File: src/hw/dtb_defs.svh
// Offsets, field positions, reset values and timing counts of the tone burst engine
`ifndef DTB_DEFS_SVH
`define DTB_DEFS_SVH

`define DTB_OFF_TXDATA 8'h00
`define DTB_OFF_RXDATA 8'h04
`define DTB_OFF_CTRL   8'h08
`define DTB_OFF_STATUS 8'h0C
`define DTB_OFF_GTP    8'h10
`define DTB_OFF_GTA    8'h14

`define DTB_CTRL_TONE   0
`define DTB_CTRL_CP     1
`define DTB_CTRL_IRQ    2
`define DTB_CTRL_BURST  3
`define DTB_CTRL_SINGLE 4
`define DTB_CTRL_SHIGH  5
`define DTB_CTRL_RESET  6'h00

`define DTB_ST_IRQ    0
`define DTB_ST_TXRDY  1
`define DTB_ST_RXNEW  2
`define DTB_ST_STEER  3

`define DTB_REF_HZ      3579545
`define DTB_CORE_HZ     25000000
`define DTB_BURST_MS    51
`define DTB_BURST_TICKS (64'(`DTB_BURST_MS) * `DTB_REF_HZ / 1000)
`define DTB_GTP_US      20000
`define DTB_GTA_US      20000
`define DTB_GTP_CYCLES  ((64'(`DTB_GTP_US) * `DTB_CORE_HZ + 999999) / 1000000)
`define DTB_GTA_CYCLES  ((64'(`DTB_GTA_US) * `DTB_CORE_HZ + 999999) / 1000000)

// Segment lengths in reference ticks: f = ref / (32 * length)
`define DTB_DIV_L0 8'hA0
`define DTB_DIV_L1 8'h92
`define DTB_DIV_L2 8'h84
`define DTB_DIV_L3 8'h76
`define DTB_DIV_H0 8'h5C
`define DTB_DIV_H1 8'h54
`define DTB_DIV_H2 8'h4C
`define DTB_DIV_H3 8'h44
`define DTB_SINE_MID 8'h80

`endif

File: src/hw/dtb_pkg.sv
// Types shared by the tone burst engine
package dtb_pkg;
  typedef logic [3:0] dtb_code_t;
  typedef enum logic [1:0] {RX_IDLE, RX_ACQUIRE, RX_VALID, RX_DROPOUT} dtb_rx_state_e;
  typedef enum logic [1:0] {BS_IDLE, BS_TONE, BS_PAUSE} dtb_burst_state_e;
endpackage

File: src/hw/dtb_engine.sv
// Digital receive steering, tone generation and burst timing behind an APB slave
//
// Register access over APB and the address map were decided locally.
`timescale 1ns/10ps
`include "dtb_defs.svh"

// Notes on behaviour
// - Too-short tone bursts leave receive data untouched
// - Valid-duration tone pair latches its code
// - After valid pause, code held until next
// - Short dropout changes nothing, signal stays registered
// - Delayed steering low after guard, whole signal
// - Status b2 sets on new data, read clears
// - Enabled interrupt on new data, cleared by read
// - Transmit uses same 4-bit code as receiver
// - Transmit write latches code, makes 2-of-8
// - Tone period is 32 equal segments
// - Divider counts to code value, resets, restarts
// - Divider output steps sine table address counter
// - Eight standard frequencies, two independent generators
// - All tone and burst timing from reference
// - Tone starts at once when enabled, in burst mode on transmit write
// - Burst mode: 51 ms tone, 51 ms pause
// - Burst and pause done sets transmitter ready
// - Call-progress mode doubles burst and pause
// - Call-progress burst mode transmits, never receives
// - Single-tone mode makes one group only
// - Registration latches code, steering held active
// - Call-progress mode blocks detection, passes tones out only with interrupt enabled
module dtb_engine
  import dtb_pkg::*;
#(
  parameter int BURST_TICKS = int'(`DTB_BURST_TICKS),
  parameter int GTP_CYCLES  = int'(`DTB_GTP_CYCLES),
  parameter int GTA_CYCLES  = int'(`DTB_GTA_CYCLES)
)(
  input  wire logic        core_clk,
  input  wire logic        rst_n,
  input  wire logic [7:0]  paddr,
  input  wire logic        psel,
  input  wire logic        penable,
  input  wire logic        pwrite,
  input  wire logic [31:0] pwdata,
  output logic      [31:0] prdata,
  output logic             pready,
  output logic             pslverr,
  input  wire logic        refClockIn,
  input  wire logic        earlyToneDetect,
  input  wire dtb_code_t   detectedCode,
  input  wire logic        cpSquareIn,
  output logic             steerInGuardOut,
  output logic             delayedSteerN,
  output dtb_code_t        rxCodeBits,
  output logic             irqOrProgressOut,
  output logic             irqOrProgressOe,
  output logic      [7:0]  lowSample,
  output logic      [7:0]  highSample
);

  if (BURST_TICKS < 2 || BURST_TICKS > 8000000)
    $error("BURST_TICKS out of range");
  if (GTP_CYCLES < 1 || GTP_CYCLES > 1048575 || GTA_CYCLES < 1 || GTA_CYCLES > 1048575)
    $error("Guard cycles out of range");

  // Standard digit code to row (low) and column (high) one-hot selects
  function automatic logic [7:0] twoOfEightFor(input dtb_code_t code);
    logic [3:0] row;
    logic [3:0] col;
    row = 4'h0;
    col = 4'h0;
    unique case (code)
      4'h1, 4'h2, 4'h3, 4'hD: row = 4'h1;
      4'h4, 4'h5, 4'h6, 4'hE: row = 4'h2;
      4'h7, 4'h8, 4'h9, 4'hF: row = 4'h4;
      4'hA, 4'hB, 4'hC, 4'h0: row = 4'h8;
    endcase
    unique case (code)
      4'h1, 4'h4, 4'h7, 4'hB: col = 4'h1;
      4'h2, 4'h5, 4'h8, 4'hA: col = 4'h2;
      4'h3, 4'h6, 4'h9, 4'hC: col = 4'h4;
      4'hD, 4'hE, 4'hF, 4'h0: col = 4'h8;
    endcase
    return {col, row};
  endfunction

  function automatic logic [7:0] segLength(input logic high, input logic [3:0] sel);
    logic [7:0] len;
    len = high ? `DTB_DIV_H3 : `DTB_DIV_L3;
    if (sel[0])
      len = high ? `DTB_DIV_H0 : `DTB_DIV_L0;
    else if (sel[1])
      len = high ? `DTB_DIV_H1 : `DTB_DIV_L1;
    else if (sel[2])
      len = high ? `DTB_DIV_H2 : `DTB_DIV_L2;
    return len;
  endfunction

  // Quarter wave table, folded out to 32 points per period
  function automatic logic [7:0] sineCode(input logic [4:0] addr);
    logic [3:0] q;
    logic [7:0] v;
    q = addr[3] ? 4'(5'd16 - {1'b0, addr[3:0]}) : {1'b0, addr[2:0]};
    unique case (q)
      4'h0: v = 8'h80;
      4'h1: v = 8'h99;
      4'h2: v = 8'hB1;
      4'h3: v = 8'hC7;
      4'h4: v = 8'hDA;
      4'h5: v = 8'hEA;
      4'h6: v = 8'hF5;
      4'h7: v = 8'hFD;
      default: v = 8'hFF;
    endcase
    return addr[4] ? 8'(9'h100 - {1'b0, v}) : v;
  endfunction

  // Register group
  logic [5:0]  ctrl;
  dtb_code_t   txCode;
  logic [7:0]  twoOfEight;
  logic [19:0] guardPresent;
  logic [19:0] guardAbsent;
  logic        rxNew;
  logic        txReady;
  logic        irqPending;
  logic [5:0]  next_ctrl;
  dtb_code_t   next_txCode;
  logic [7:0]  next_twoOfEight;
  logic [19:0] next_guardPresent;
  logic [19:0] next_guardAbsent;
  logic        next_rxNew;
  logic        next_txReady;
  logic        next_irqPending;

  logic wrAccess;
  logic rdAccess;
  logic txWrite;
  logic statusRead;
  logic mapped;
  logic rxEvent;
  logic txDone;
  logic toneEnable;
  logic cpMode;
  logic irqEnable;
  logic burstEnable;

  assign wrAccess    = psel && penable && pwrite;
  assign rdAccess    = psel && penable && !pwrite;
  assign txWrite     = wrAccess && paddr == `DTB_OFF_TXDATA;
  assign statusRead  = rdAccess && paddr == `DTB_OFF_STATUS;
  assign toneEnable  = ctrl[`DTB_CTRL_TONE];
  assign cpMode      = ctrl[`DTB_CTRL_CP];
  assign irqEnable   = ctrl[`DTB_CTRL_IRQ];
  assign burstEnable = ctrl[`DTB_CTRL_BURST];
  assign mapped      = paddr inside {`DTB_OFF_TXDATA, `DTB_OFF_RXDATA, `DTB_OFF_CTRL,
                                     `DTB_OFF_STATUS, `DTB_OFF_GTP, `DTB_OFF_GTA};
  assign pready      = 1'b1;
  assign pslverr     = psel && penable && !mapped;

  always_comb
  begin
    prdata = 32'h0000_0000;
    unique case (paddr)
      `DTB_OFF_TXDATA: prdata[3:0] = txCode;
      `DTB_OFF_RXDATA: prdata[3:0] = rxCodeBits;
      `DTB_OFF_CTRL:   prdata[5:0] = ctrl;
      `DTB_OFF_STATUS: prdata[3:0] = {!delayedSteerN, rxNew, txReady, irqPending};
      `DTB_OFF_GTP:    prdata[19:0] = guardPresent;
      `DTB_OFF_GTA:    prdata[19:0] = guardAbsent;
      default:         prdata = 32'h0000_0000;
    endcase
  end

  always_comb
  begin
    next_ctrl         = ctrl;
    next_txCode       = txCode;
    next_twoOfEight   = twoOfEight;
    next_guardPresent = guardPresent;
    next_guardAbsent  = guardAbsent;
    if (txWrite)
    begin
      next_txCode     = pwdata[3:0];
      next_twoOfEight = twoOfEightFor(pwdata[3:0]);
    end
    if (wrAccess && paddr == `DTB_OFF_CTRL)
      next_ctrl = pwdata[5:0];
    // Zero would disable validation, so the guards never fall below one cycle
    if (wrAccess && paddr == `DTB_OFF_GTP)
      next_guardPresent = (pwdata[19:0] == 20'h0_0000) ? 20'h0_0001 : pwdata[19:0];
    if (wrAccess && paddr == `DTB_OFF_GTA)
      next_guardAbsent = (pwdata[19:0] == 20'h0_0000) ? 20'h0_0001 : pwdata[19:0];
    // A set in the cycle of a clearing read wins
    next_rxNew      = rxEvent || (rxNew && !statusRead);
    next_txReady    = txDone || (txReady && !txWrite);
    next_irqPending = (irqEnable && !cpMode && (rxEvent || (txDone && burstEnable)))
                      || (irqPending && !statusRead);
  end

  always_ff @(posedge core_clk or negedge rst_n)
  begin
    if (!rst_n)
    begin
      ctrl         <= `DTB_CTRL_RESET;
      txCode       <= 4'h0;
      twoOfEight   <= 8'h88;
      guardPresent <= 20'(GTP_CYCLES);
      guardAbsent  <= 20'(GTA_CYCLES);
      rxNew        <= 1'b0;
      txReady      <= 1'b1;
      irqPending   <= 1'b0;
    end
    else
    begin
      ctrl         <= next_ctrl;
      txCode       <= next_txCode;
      twoOfEight   <= next_twoOfEight;
      guardPresent <= next_guardPresent;
      guardAbsent  <= next_guardAbsent;
      rxNew        <= next_rxNew;
      txReady      <= next_txReady;
      irqPending   <= next_irqPending;
    end
  end

  // Open drain pin: progress square wave in call-progress mode with interrupt enabled, else interrupt
  assign irqOrProgressOut = 1'b0;
  assign irqOrProgressOe  = (cpMode && irqEnable) ? !cpSquareIn : irqPending;

  // Receive steering group
  dtb_rx_state_e rxState;
  dtb_rx_state_e next_rxState;
  logic [19:0]   guardCount;
  logic [19:0]   next_guardCount;
  dtb_code_t     next_rxCodeBits;

  always_comb
  begin
    next_rxState    = rxState;
    next_guardCount = guardCount;
    next_rxCodeBits = rxCodeBits;
    rxEvent         = 1'b0;
    if (cpMode)
    begin
      next_rxState    = RX_IDLE;
      next_guardCount = 20'h0_0000;
    end
    else
    begin
      unique case (rxState)
        RX_IDLE:
          if (earlyToneDetect)
          begin
            next_rxState    = RX_ACQUIRE;
            next_guardCount = 20'h0_0000;
          end
        RX_ACQUIRE:
          if (!earlyToneDetect)
            next_rxState = RX_IDLE;
          else if (guardCount + 20'h0_0001 >= guardPresent)
          begin
            next_rxState    = RX_VALID;
            next_rxCodeBits = detectedCode;
            rxEvent         = 1'b1;
          end
          else
            next_guardCount = guardCount + 20'h0_0001;
        RX_VALID:
          if (!earlyToneDetect)
          begin
            next_rxState    = RX_DROPOUT;
            next_guardCount = 20'h0_0000;
          end
        RX_DROPOUT:
          if (earlyToneDetect)
            next_rxState = RX_VALID;
          else if (guardCount + 20'h0_0001 >= guardAbsent)
            next_rxState = RX_IDLE;
          else
            next_guardCount = guardCount + 20'h0_0001;
      endcase
    end
  end

  always_ff @(posedge core_clk or negedge rst_n)
  begin
    if (!rst_n)
    begin
      rxState    <= RX_IDLE;
      guardCount <= 20'h0_0000;
      rxCodeBits <= 4'h0;
    end
    else
    begin
      rxState    <= next_rxState;
      guardCount <= next_guardCount;
      rxCodeBits <= next_rxCodeBits;
    end
  end

  assign steerInGuardOut = (rxState == RX_VALID);
  assign delayedSteerN   = !(rxState == RX_VALID || rxState == RX_DROPOUT);

  // Burst timing group, counted in reference ticks
  logic          refPrev;
  logic          refTick;
  dtb_burst_state_e burstState;
  dtb_burst_state_e next_burstState;
  logic [23:0]   burstCount;
  logic [23:0]   next_burstCount;
  logic [23:0]   burstLen;

  assign refTick  = refClockIn && !refPrev;
  assign burstLen = cpMode ? 24'(2 * BURST_TICKS) : 24'(BURST_TICKS);

  always_comb
  begin
    next_burstState = burstState;
    next_burstCount = burstCount;
    txDone          = 1'b0;
    if (txWrite && burstEnable)
    begin
      next_burstState = BS_TONE;
      next_burstCount = 24'h00_0000;
    end
    else if (burstState != BS_IDLE && refTick)
    begin
      if (burstCount + 24'h00_0001 >= burstLen)
      begin
        next_burstCount = 24'h00_0000;
        next_burstState = (burstState == BS_TONE) ? BS_PAUSE : BS_IDLE;
        txDone          = (burstState == BS_PAUSE);
      end
      else
        next_burstCount = burstCount + 24'h00_0001;
    end
  end

  always_ff @(posedge core_clk or negedge rst_n)
  begin
    if (!rst_n)
    begin
      refPrev    <= 1'b0;
      burstState <= BS_IDLE;
      burstCount <= 24'h00_0000;
    end
    else
    begin
      refPrev    <= refClockIn;
      burstState <= next_burstState;
      burstCount <= next_burstCount;
    end
  end

  // Tone generator group: index 0 is the row tone, 1 the column tone
  logic       toneOn;
  logic [1:0] groupOn;
  logic [7:0] segCount [2];
  logic [4:0] phase [2];
  logic [7:0] sample [2];
  logic [7:0] next_segCount [2];
  logic [4:0] next_phase [2];
  logic [7:0] next_sample [2];
  logic [7:0] segLen [2];

  // The reference runs freely, so an enabled tone counts from the very next tick and steps after one segment
  assign toneOn = toneEnable && (!burstEnable || burstState == BS_TONE);

  always_comb
  begin
    for (int g = 0; g < 2; g++)
    begin
      groupOn[g] = toneOn && (!ctrl[`DTB_CTRL_SINGLE] || ctrl[`DTB_CTRL_SHIGH] == g[0]);
      segLen[g]  = segLength(g[0], g[0] ? twoOfEight[7:4] : twoOfEight[3:0]);
      next_segCount[g] = segCount[g];
      next_phase[g]    = phase[g];
      if (!groupOn[g])
      begin
        next_segCount[g] = 8'h00;
        next_phase[g]    = 5'h00;
      end
      else if (refTick)
      begin
        if (segCount[g] + 8'h01 >= segLen[g])
        begin
          next_segCount[g] = 8'h00;
          next_phase[g]    = phase[g] + 5'h01;
        end
        else
          next_segCount[g] = segCount[g] + 8'h01;
      end
      next_sample[g] = groupOn[g] ? sineCode(phase[g]) : `DTB_SINE_MID;
    end
  end

  always_ff @(posedge core_clk or negedge rst_n)
  begin
    if (!rst_n)
    begin
      for (int g = 0; g < 2; g++)
      begin
        segCount[g] <= 8'h00;
        phase[g]    <= 5'h00;
        sample[g]   <= `DTB_SINE_MID;
      end
    end
    else
    begin
      for (int g = 0; g < 2; g++)
      begin
        segCount[g] <= next_segCount[g];
        phase[g]    <= next_phase[g];
        sample[g]   <= next_sample[g];
      end
    end
  end

  assign lowSample  = sample[0];
  assign highSample = sample[1];
endmodule

File: config.mk
export PLATFORM = sky130hd
export DESIGN_NAME = dtb_engine
export DESIGN_NICKNAME = d
export VERILOG_FILES = /design/src/hw/dtb_pkg.sv /design/src/hw/dtb_engine.sv
export VERILOG_INCLUDE_DIRS = /design/src /design/src/hw
export SDC_FILE = /design/constraint.sdc
export NUM_CORES = 1
export LEC_CHECK = 0
export BUFFER_PORTS_ARGS = -buffer_cell sky130_fd_sc_hd__buf_2
export CAP_MARGIN = 30
export CORE_MARGIN = 4
export CORE_UTILIZATION = 35
export CTS_CLUSTER_DIAMETER = 100
export DETAILED_ROUTE_END_ITERATION = 12
export PLACE_DENSITY = 0.54
export SYNTH_ARGS = -nofsm -noshare
export SYNTH_HDL_FRONTEND = slang
export SYNTH_SLANG_ARGS = --single-unit
File: constraint.sdc
create_clock -name core_clk -period 6.67 [get_ports core_clk]
set_clock_uncertainty 0.1 [all_clocks]
set_input_delay 0.3335 -clock core_clk [delete_from_list [all_inputs] [get_ports core_clk]]
set_output_delay 0.3335 -clock core_clk [all_outputs]
set_load 0.01 [all_outputs]
# --- Yosys cells after proc, flatten, opt, wreduce, memory -nomap -nowiden ---
# Memory sizes are Yosys's and may differ from the RTL's. A register that Yosys moved wholly into a read port is not among the register bits.
# Index checks and enable logic that the tools add are counted.
word_totals:
  register_bits: 148
  rom_bits: 240
  inputBits: 52
  output_inout_bits: 58
  wordCells: 179
  mem_count: 4
op_classes:
  addsub: 10
  order_cmp: 5
  eq_ne: 22
  mux: 62
  n_bitwise: 2
  reduce_logical: 55
mem_list:
  columns: ["name", "depth", "word_bits", "rd", "rd_ports_with_merged_regs", "wr", "line_no", "rtl"]
  rows:
  - ["(name not given)", 16, 4, 1, 1, 0, "dtb_engine.sv:71", "unique case (code)"]
  - ["(name not given)", 16, 4, 1, 1, 0, "dtb_engine.sv:77", "unique case (code)"]
  - ["(name not given)", 8, 7, 1, 0, 0, "dtb_engine.sv:103", "unique case (q)"]
  - ["(name not given)", 8, 7, 1, 0, 0, "dtb_engine.sv:103", null]
op_table:
  columns: ["operator", "n"]
  rows:
  - ["$mux 20", 8]
  - ["$mux 8", 15]
  - ["$pmux 20 s4", 1]
  - ["$mux 24", 3]
  - ["$ge 20x20->1", 2]
  - ["$mux 5", 8]
  - ["$pmux 14 s2", 1]
  - ["$add 24x1->24 const B", 1]
  - ["$ge 24x19->1", 1]
  - ["$pmux 4 s6", 1]
  - ["$logic_and 1x1->1", 22]
  - ["$mux 2", 11]
  - ["$add 20x1->20 const B", 1]
  - ["$logic_not 20->1", 1]
  - ["$mux 19", 1]
  - ["$add 8x1->8 const B", 2]
  - ["$eq 8x4->1 const B", 2]
  - ["$eq 8x5->1 const B", 2]
  - ["$ge 8x8->1", 2]
  - ["$sub 1x8->8 const A", 2]
  - ["$ne 3x3->1 const B", 5]
  - ["$logic_not 1->1", 12]
  - ["$mux 4", 3]
  - ["$add 5x1->5 const B", 2]
  - ["20 further kinds", 47]

# --- Logic depth before layout (Yosys ltp) ---
# Gate-level depths: netlist of the first run.
depth:
  depth_word: 9
  mapped_depth: 17
  ltp_nobuf: 16

# --- Least setup slack after synthesis of the first run ---
# Ideal clock, no wire load.
synth_timing:
  path_kind: "register to register"
  from: "register guardCount[0]"
  to: "register guardCount[2]"
  setup_ns: 0.067
  arrival_time_ns: 3.475
  required_ns: 6.503
  path_slack_ns: 3.028
  stages_incl_launch_ff: 16
  n_path_buf: 0
  synth_period_minus_slack_ns: 3.642
  cell_sequence: "dfrtp_1 > ha_1 > and3_1 > and3_1 > and2_1 > nand2_1 > xnor2_1 > ha_1 > a21o_1 > a211oi_1 > nand4_1 > a211o_1 > nand3_1 > a221oi_1 > or4b_2 > nand2_1"
synth_via:
  elab_chain_len: 5
synth_lines:
  columns: ["element", "line_no", "rtl"]
  rows:
  - ["start: declaration", "dtb_engine.sv:233", "logic [19:0] guardCount;"]
  - ["start signal: assignment", "dtb_engine.sv:296", "guardCount <= next_guardCount;"]
  - ["$add 20x1->20 *", null, null]
  - ["parallel branches: the longest is 4 deep, another holds $ge 20x20->1", null, null]
# Mark *: on every way between the ends. The select of a mux whose other input is x is not followed.
# A chain may end at the register's enable or synchronous reset.

# --- Worst setup path in the final report of the first run ---
layout_timing:
  from: "register guardCount[0]"
  to: "register guardCount[6]"
# Same word-level chain as after synthesis.

==> results by group, run 1 <==
Logic synthesis
  • Syn Area/Cell: about 9.1 sq um
  • FFs w/ async S/R, synth: 1.000
  • Synth cell types: 75
  • Synth Cell Area: about 0.010 sq mm
  • Post-synth EDFFs: 0
  • Synth warn: 0
  • #FFs+latches synth: approximately 150
  • Sequential share of the synthesized area: 0.3871
  • Synth Instances: about 1.1k
  • Main synth FF type: dfrtp_1

Timing
  • Final Hold Fails: 0
  • Max-slew violations: 0
  • Slew margin rel.: 0.3457
  • Max Clk Rate: about 230 MHz
  • Setup Total Neg Slack: 0 ns
  • Min Tclk post-route: approximately 4.4 ns
  • Worst Tran Pin Value: 0.9679 ns
  • RSZ-0062 raised after global routing: no
  • Fin crit share: 0.6532
  • PnR worst setup slack: ~2.3 ns
  • Final setup fails: 0

Critical path
  • Crit path arrival time: about 4.6 ns
  • Critical path required time: around 6.9 ns
  • Critical Path Sink: guardCount[6]
  • CP Capture Type: flip-flop
  • Worst reg-to-reg path cell count: 16
  • CP Launch Type: flip-flop
  • Worst setup startpoint: guardCount[0]
  • Crit path max fanout: 11
  • Crit Reg-Reg Startpoint: guardCount[0]
  • Crit Path Class: flip-flop to flip-flop
  • Reg-to-reg endpoint: guardCount[6]
  • FF-to-FF setup slack: 2.31 ns

CTS
  • Post-cts resize count: 0
  • Root buf cell: clkbuf_16
  • Sink Count: between 150 and 200
  • Clock tree buffer depth: 2
  • Clk slew on worst S/H paths: approximately 0.060 ns
  • Clk_lat worst skew: between 0.4 and 0.5 ns
  • CTS tree: done
  • H-Tree Depth: 4
  • TritonCTS Buffers: 17

Pwr
  • Pleak: 5.671 nW
  • Peak supply drop: 171.9 uV
  • Pwr dens: ~180 mW/mm^2

Die
  • IO Pins: 110
  • Die Wd: 177.1 um
  • Effective utilization at floorplan: 0.3574
  • Core Region: roughly 0.028 sq mm
  • Die area: around 0.031 sq mm
  • Row cnt: a little over 60
  • Chip Height: roughly 180 um

Finish
  • P&R area growth vs syn: 14.28%
  • N_diodes: 0
  • Commonest non-fill, non-tap cells in the layout: nand2_1 (139), dfrtp_1 (137), ha_1 (83), nor2_1 (82), buf_2 (82)
  • Share of layout cells above drive strength 1: 0.1668
  • Net count, final: ~1.3k
  • Most common cell after layout, fill and taps aside: nand2_1
  • Cell area after layout: ~0.011 sq mm

Drt
  • Mean routed wirelength per cell: around 16 um
  • DRC Markers: 0
  • Total number of vias: between 7k and 8k
  • Via density: 5.056
  • Detailed Route WL: around 25 mm
  • Detail Route Antenna Nets: 0
  • Pre-antenna DRT Iters: 5
  • 1st-iter DRT viols: approximately 400

GRT
  • Vias in the first global route: 7,748
  • Tot GR Track Use: 0.1614
  • Largest net degree at the start of global routing: 83
  • Grt ovf: 0
  • Initial antenna violation count: 2
  • First-pass GRT wire length: ~41 mm

Place
  • Worst slack, placed: approximately 2.4 ns
  • Dpl cell area: between 0.01 and 0.015 sq mm
  • IO buf count: 83
  • Hpwl dp: about 18 mm
  • GPL Wtd Cong: ~0.8

Flow run
  • Max cap viols: 0

Min path
  • HP Class: input port to flip-flop

Status
  • Status: completed
[metrics by stage]
step,cells,hold slack [ns],power [mW],util
after global placement,1528,0.3458,1.069,0.3843
final,1565,0.03566,2.074,0.4084
after floorplan,1111,-0.06209,1.019,-
after CTS,1564,0.01765,2.106,0.4082
after detailed placement,1530,0.3470,1.073,0.3855
after global routing,1565,0.02788,2.163,0.4084
[cells by family (layout without fill, tap and decap cells)]
group / Yosys count / count (layout) / share of synthesized area
other: 2 / 14 / 0.0007503
muxes: 63 / 63 / 0.07100
DFF: 154 / 154 / 0.3871
xor gates and xnor gates: 59 / 59 / 0.05162
buffers and inverters: 121 / 197 / 0.05275
and+or+nand+nor: 396 / 396 / 0.1940
AOI/OAI and AO/OA: 221 / 221 / 0.1390
adders and majority gates: 83 / 83 / 0.1038
[where the power goes]
group / total, mW / internal [mW] / switching, mW
logic: 0.103 / 0.0361 / 0.0671
clock network: 1.02 / 0.617 / 0.402
registers: 0.951 / 0.944 / 0.00710
total: 2.07 / 1.60 / 0.477
[what timing repair did]
action                                 in CTS  in global routing
hold buffers                                2                  0
endpoints found under the hold margin      76                  0
buffers inserted                            0                  0
[area by class of cell]
class	instances	area, sq um
repair buffers	99	564.3
well taps	378	473.0
clock inverters	11	143.9
inverters	66	247.7
fillers	2875	16570
flip-flops and latches	154	3875
multi-input cells	836	5664
clock buffers	21	470.5
[worst min-delay path by stage]
stage                         start          endpoint  slack [ns]  cells past startpoint
floorplan                     rst_n     burstCount[0]       -0.06                      0
global placement              rst_n      lowSample[4]        0.35                      1
detailed placement            rst_n      lowSample[4]        0.35                      1
CTS                 detectedCode[0]     rxCodeBits[0]        0.02                      2
global route             pwdata[17]  guardPresent[17]        0.03                      3
finish              detectedCode[3]     rxCodeBits[3]        0.04                      2
[cell usage after synthesis (all sizes together) (3+ instances only)]
master  instances  area share
nand2         139       0.052
nor3b           5      0.0038
o311ai          3      0.0026
a21oi          43       0.022
or2             6      0.0038
mux2           34       0.038
or4b            3      0.0030
dfrtp         137        0.34
mux2i          26       0.026
nor2           84       0.033
o21a            4      0.0030
and4            3      0.0026
clkbuf         32       0.012
nor3            8      0.0040
nor4           10      0.0063
mux4            3      0.0067
o31ai          10      0.0075
a31oi           6      0.0038
xor2           17       0.015
nand4          16       0.010
a21boi          4      0.0030
a21o           15       0.011
nand3          32       0.017
nand2b         35       0.022
ha             83        0.10
and3           25       0.016
a211oi          7      0.0052
xnor2          42       0.037
and2            7      0.0044
a32o            3      0.0030
dfstp          17       0.045
o211ai          5      0.0042
nor2b          10      0.0063
a22o           12       0.010
buf            23       0.016
o21ai          87       0.044
inv            66       0.025
nand3b          4      0.0030
[flip-flops by register name, indices dropped and copies added (netlist names)]
name / count
burstCount: 24
burstState: 2
ctrl: 6
guardAbsent: 20
guardCount: 20
guardPresent: 20
highSample: 8
irqPending: 1
lowSample: 8
phase: 10
refPrev: 1
rxCodeBits: 4
rxNew: 1
rxState: 2
segCount: 16
twoOfEight: 6
txCode: 4
txReady: 1
[per-layer routing]
layer,up-vias,GRT usage,part of all wire,wire length [um]
met1,3804,0.2390,0.51,12530
met5,-,0,0.00073,18
met3,19,0.03076,0.044,1077
li1,3953,-,-,-
met4,4,0.03965,0.013,315
met2,132,0.2428,0.43,10590
[worst max-delay path, cell delays in order, from the launching register on]
cell and delay [ns]:
dfrtp_1 0.44, ha_1 0.26, and3_1 0.28, and3_1 0.22, and2_1 0.27, nand2_1 0.10, xnor2_1 0.18, ha_1 0.31
a21o_1 0.11, a211oi_1 0.09, nor2b_1 0.14, o311ai_0 0.48, a211oi_1 0.17, a21oi_1 0.54, buf_4 0.29, o21bai_1 0.08
a21o_1 0.17
Power figures use the tool's default switching activity.
==> run 2, diff against run 1 <==
clock period = 4.3 ns   (was 6.67 ns; I/O delays follow)
==> results by group, run 2 (synthesis results as in run 1) <==
Status
  • Status: completed

Critical path
  • Worst reg-to-reg path cell count: 16 (unchanged)
  • FF-to-FF setup slack: 0.21 ns (-2.11 ns)
  • Crit Path Class: flip-flop to flip-flop
  • CP Cell Sequence: and3_1, and3_1, and3_1, and2_1, buf_4, nand2_1, xnor2_1, ha_1, a21o_1, a211oi_2, nand4_1, a211o_1, nand3_1, a221oi_2, or4b_2, nand2_1
  • Slowest cell on the critical path: or4b_2
  • Slowest Stage Delay on Critical Path: 0.61 ns (+0.07 ns)
  • Critical path required time: 4.56 ns (-2.33 ns)
  • Reg-to-reg endpoint: guardCount[2]
  • CP Capture Type: flip-flop
  • CP Launch Type: flip-flop
  • Crit path arrival time: 4.36 ns (-0.22 ns)
  • Crit Reg-Reg Startpoint: guardCount[4]
  • Crit path max fanout: 3 (-8)
  • Most used cell, CP: and3_1

Die
  • Core Region: 0.02801 sq mm (unchanged)
  • IO Pins: 110 (unchanged)
  • Chip Height: 177.1 um (unchanged)
  • Effective utilization at floorplan: 0.3574 (unchanged)
  • Die Wd: 177.1 um (unchanged)
  • Die area: 0.03137 sq mm (unchanged)
  • Row cnt: 61 (unchanged)

GRT
  • Initial antenna violation count: 1 (-1)
  • Tot GR Track Use: 0.1636 (+0.002258)
  • Grt ovf: 0 (unchanged)
  • Vias in the first global route: 7,884 (+1.8%)
  • First-pass GRT wire length: 41.21 mm (+0.96%)
  • Largest net degree at the start of global routing: 85 (+2.4%)

Min path
  • HP Class: input port to flip-flop
  • Hold wc startpoint: pwdata[1]
  • Hold depth: 3 (+1)
  • Worst Hold End: ctrl[1]

Pwr
  • Pint: 2.416 mW (+51%)
  • Clock Power Share: 0.480 (-0.012)
  • Pleak: 5.841 nW (+3.0%)
  • P_sw: 0.7568 mW (+59%)
  • Pwr dens: 269.6 mW/mm^2 (+49%)
  • Gate power share: 0.056 (+0.006)
  • Sequential share of power: 0.465 (+0.006)
  • Peak supply drop: 247.3 uV (+44%)
  • Switch share: 0.2385 (+0.008702)

Drt
  • DRC Markers: 0 (unchanged)
  • WL met2: 11.29 mm (+6.6%)
  • Mean routed wirelength per cell: 15.72 um (+0.34%)
  • DR WL met3: 799 um (-26%)
  • Detail Route Antenna Nets: 0 (unchanged)
  • Top sig layer: met5
  • 1st-iter DRT viols: 393 (-0.76%)
  • Pre-antenna DRT Iters: 5 (unchanged)
  • Total number of vias: 8,096 (+2.3%)
  • Detailed Route WL: 25.24 mm (+2.9%)
  • Routed length on met1: 12.99 mm (+3.7%)
  • Via density: 5.044 (-0.22%)

Timing
  • Final Hold Fails: 0 (unchanged)
  • Final setup fails: 0 (unchanged)
  • Min Tclk post-route: 4.094 ns (-0.2627 ns)
  • Setup Total Neg Slack: 0 ns (unchanged)
  • Max-slew violations: 0 (unchanged)
  • Worst Tran Pin Value: 0.9908 ns (+0.02295 ns)
  • Max Clk Rate: 244.3 MHz (+6.4%)
  • Slew margin rel.: 0.3301 (-0.01552)
  • PnR worst setup slack: 0.2061 ns (-2.107 ns)
  • Fin crit share: 0.9521 (+0.2989)

CTS
  • Clk slew on worst S/H paths: 0.07 ns (about the same)
  • Clk_lat worst skew: 0.43 ns (about the same)
  • TritonCTS Buffers: 17 (unchanged)
  • Clock tree buffer depth: 2 (unchanged)
  • CTS tree: done
  • Root buf cell: clkbuf_16
  • Buffer count from post-CTS setup fixing: 0 (unchanged)
  • H-Tree Depth: 4 (unchanged)
  • Sink Count: 154 (unchanged)

Finish
  • Most common cell after layout, fill and taps aside: nand2_1
  • Most flops, register: burstCount
  • Max reg flops: 24 (unchanged)
  • Cell area after layout: 0.01177 sq mm (+2.9%)
  • Reg area: 0.003875 sq mm (unchanged)
  • P&R area growth vs syn: 17.55%
  • Fin cells: 1,605 (+2.6%)
  • Commonest non-fill, non-tap cells in the layout: nand2_1 (139), dfrtp_1 (137), ha_1 (83), nor2_1 (82), buf_2 (82)
  • Multi-input logic area: 0.005679 sq mm (+0.27%)
  • N_diodes: 0 (unchanged)
  • Fillers: 2,813 (-2.2%)
  • Net count, final: 1,349 (+3.1%)
  • Util after Layout: 0.4201 (+0.01170)
  • Share of layout cells above drive strength 1: 0.1793 (+0.01249)

Place
  • Cells after DPL: 1,551 (+1.4%)
  • Worst slack, placed: 0.1871 ns (-2.203 ns)
  • Hpwl dp: 18.38 mm (+0.76%)
  • IO buf count: 83 (unchanged)
  • GPL Wtd Cong: 0.7853 (-3.9%)
  • Dpl cell area: 0.01095 sq mm (+1.4%)

Flow run
  • Max cap viols: 0 (unchanged)
## run 2: area by class of cell
type	count	area share
multi-input cells	836	0.4827
flip-flops and latches	154	0.3293
repair buffers	139	0.07731
well taps	378	0.04020
clock buffers	21	0.03913
inverters	66	0.02105
clock inverters	11	0.01031
## run 2: worst max-delay path: cells and delay by family, from the launching register on
kind	cells	cell delay [ns]
XOR/XNOR	1	0.24
buffers and inverters	1	0.15
AO/OA/AOI/OAI	4	0.95
AND/OR/NAND/NOR	9	1.91
flip-flops	1	0.38
adder cells (fa/ha/maj)	1	0.31
## run 2: metal layers
| metal | vias to the layer above | GRT usage |
|---|---|---|
| met5 | - | 0 |
| met4 | 2 | 0.03578 |
| met3 | 11 | 0.02521 |
| met2 | 125 | 0.2567 |
| met1 | 3905 | 0.2392 |
| li1 | 4053 | - |
## run 2: how the worst max path moves through the flow
stage	slack (ns)	endpoint	depth (start not counted)	start
final	0.21	guardCount[2]	16	guardCount[4]
after global routing	-0.04	guardCount[2]	16	guardCount[4]
after CTS	0.15	guardCount[19]	16	guardCount[4]
after detailed placement	0.19	guardCount[19]	16	guardCount[4]
after global placement	0.24	guardCount[19]	15	guardCount[4]
after floorplan	0.66	guardCount[2]	15	guardCount[0]
## run 2: repair_timing
action	in CTS	in global routing
endpoints found under the setup margin	0	11
resized for setup	0	3
hold buffers	22	0
hold endpoints to repair	115	0
## run 2: power by group through the flow
stage,clock network [mW],registers [mW],logic [mW]
6_report,1.52,1.47,0.177
5_1_grt,1.62,1.47,0.200
4_1_cts,1.56,1.47,0.180
3_5_place_dp,0,1.50,0.163
3_3_place_gp,0,1.50,0.162
2_1_floorplan,0,1.50,0.0828
## run 2: stage by stage
step | power [mW] | hold WS, ns
after floorplan | 1.581 | -0.1806
after global placement | 1.662 | 0.2370
after detailed placement | 1.664 | 0.2407
after CTS | 3.213 | 0.006481
after global routing | 3.299 | 0.04709
final | 3.173 | 0.03907
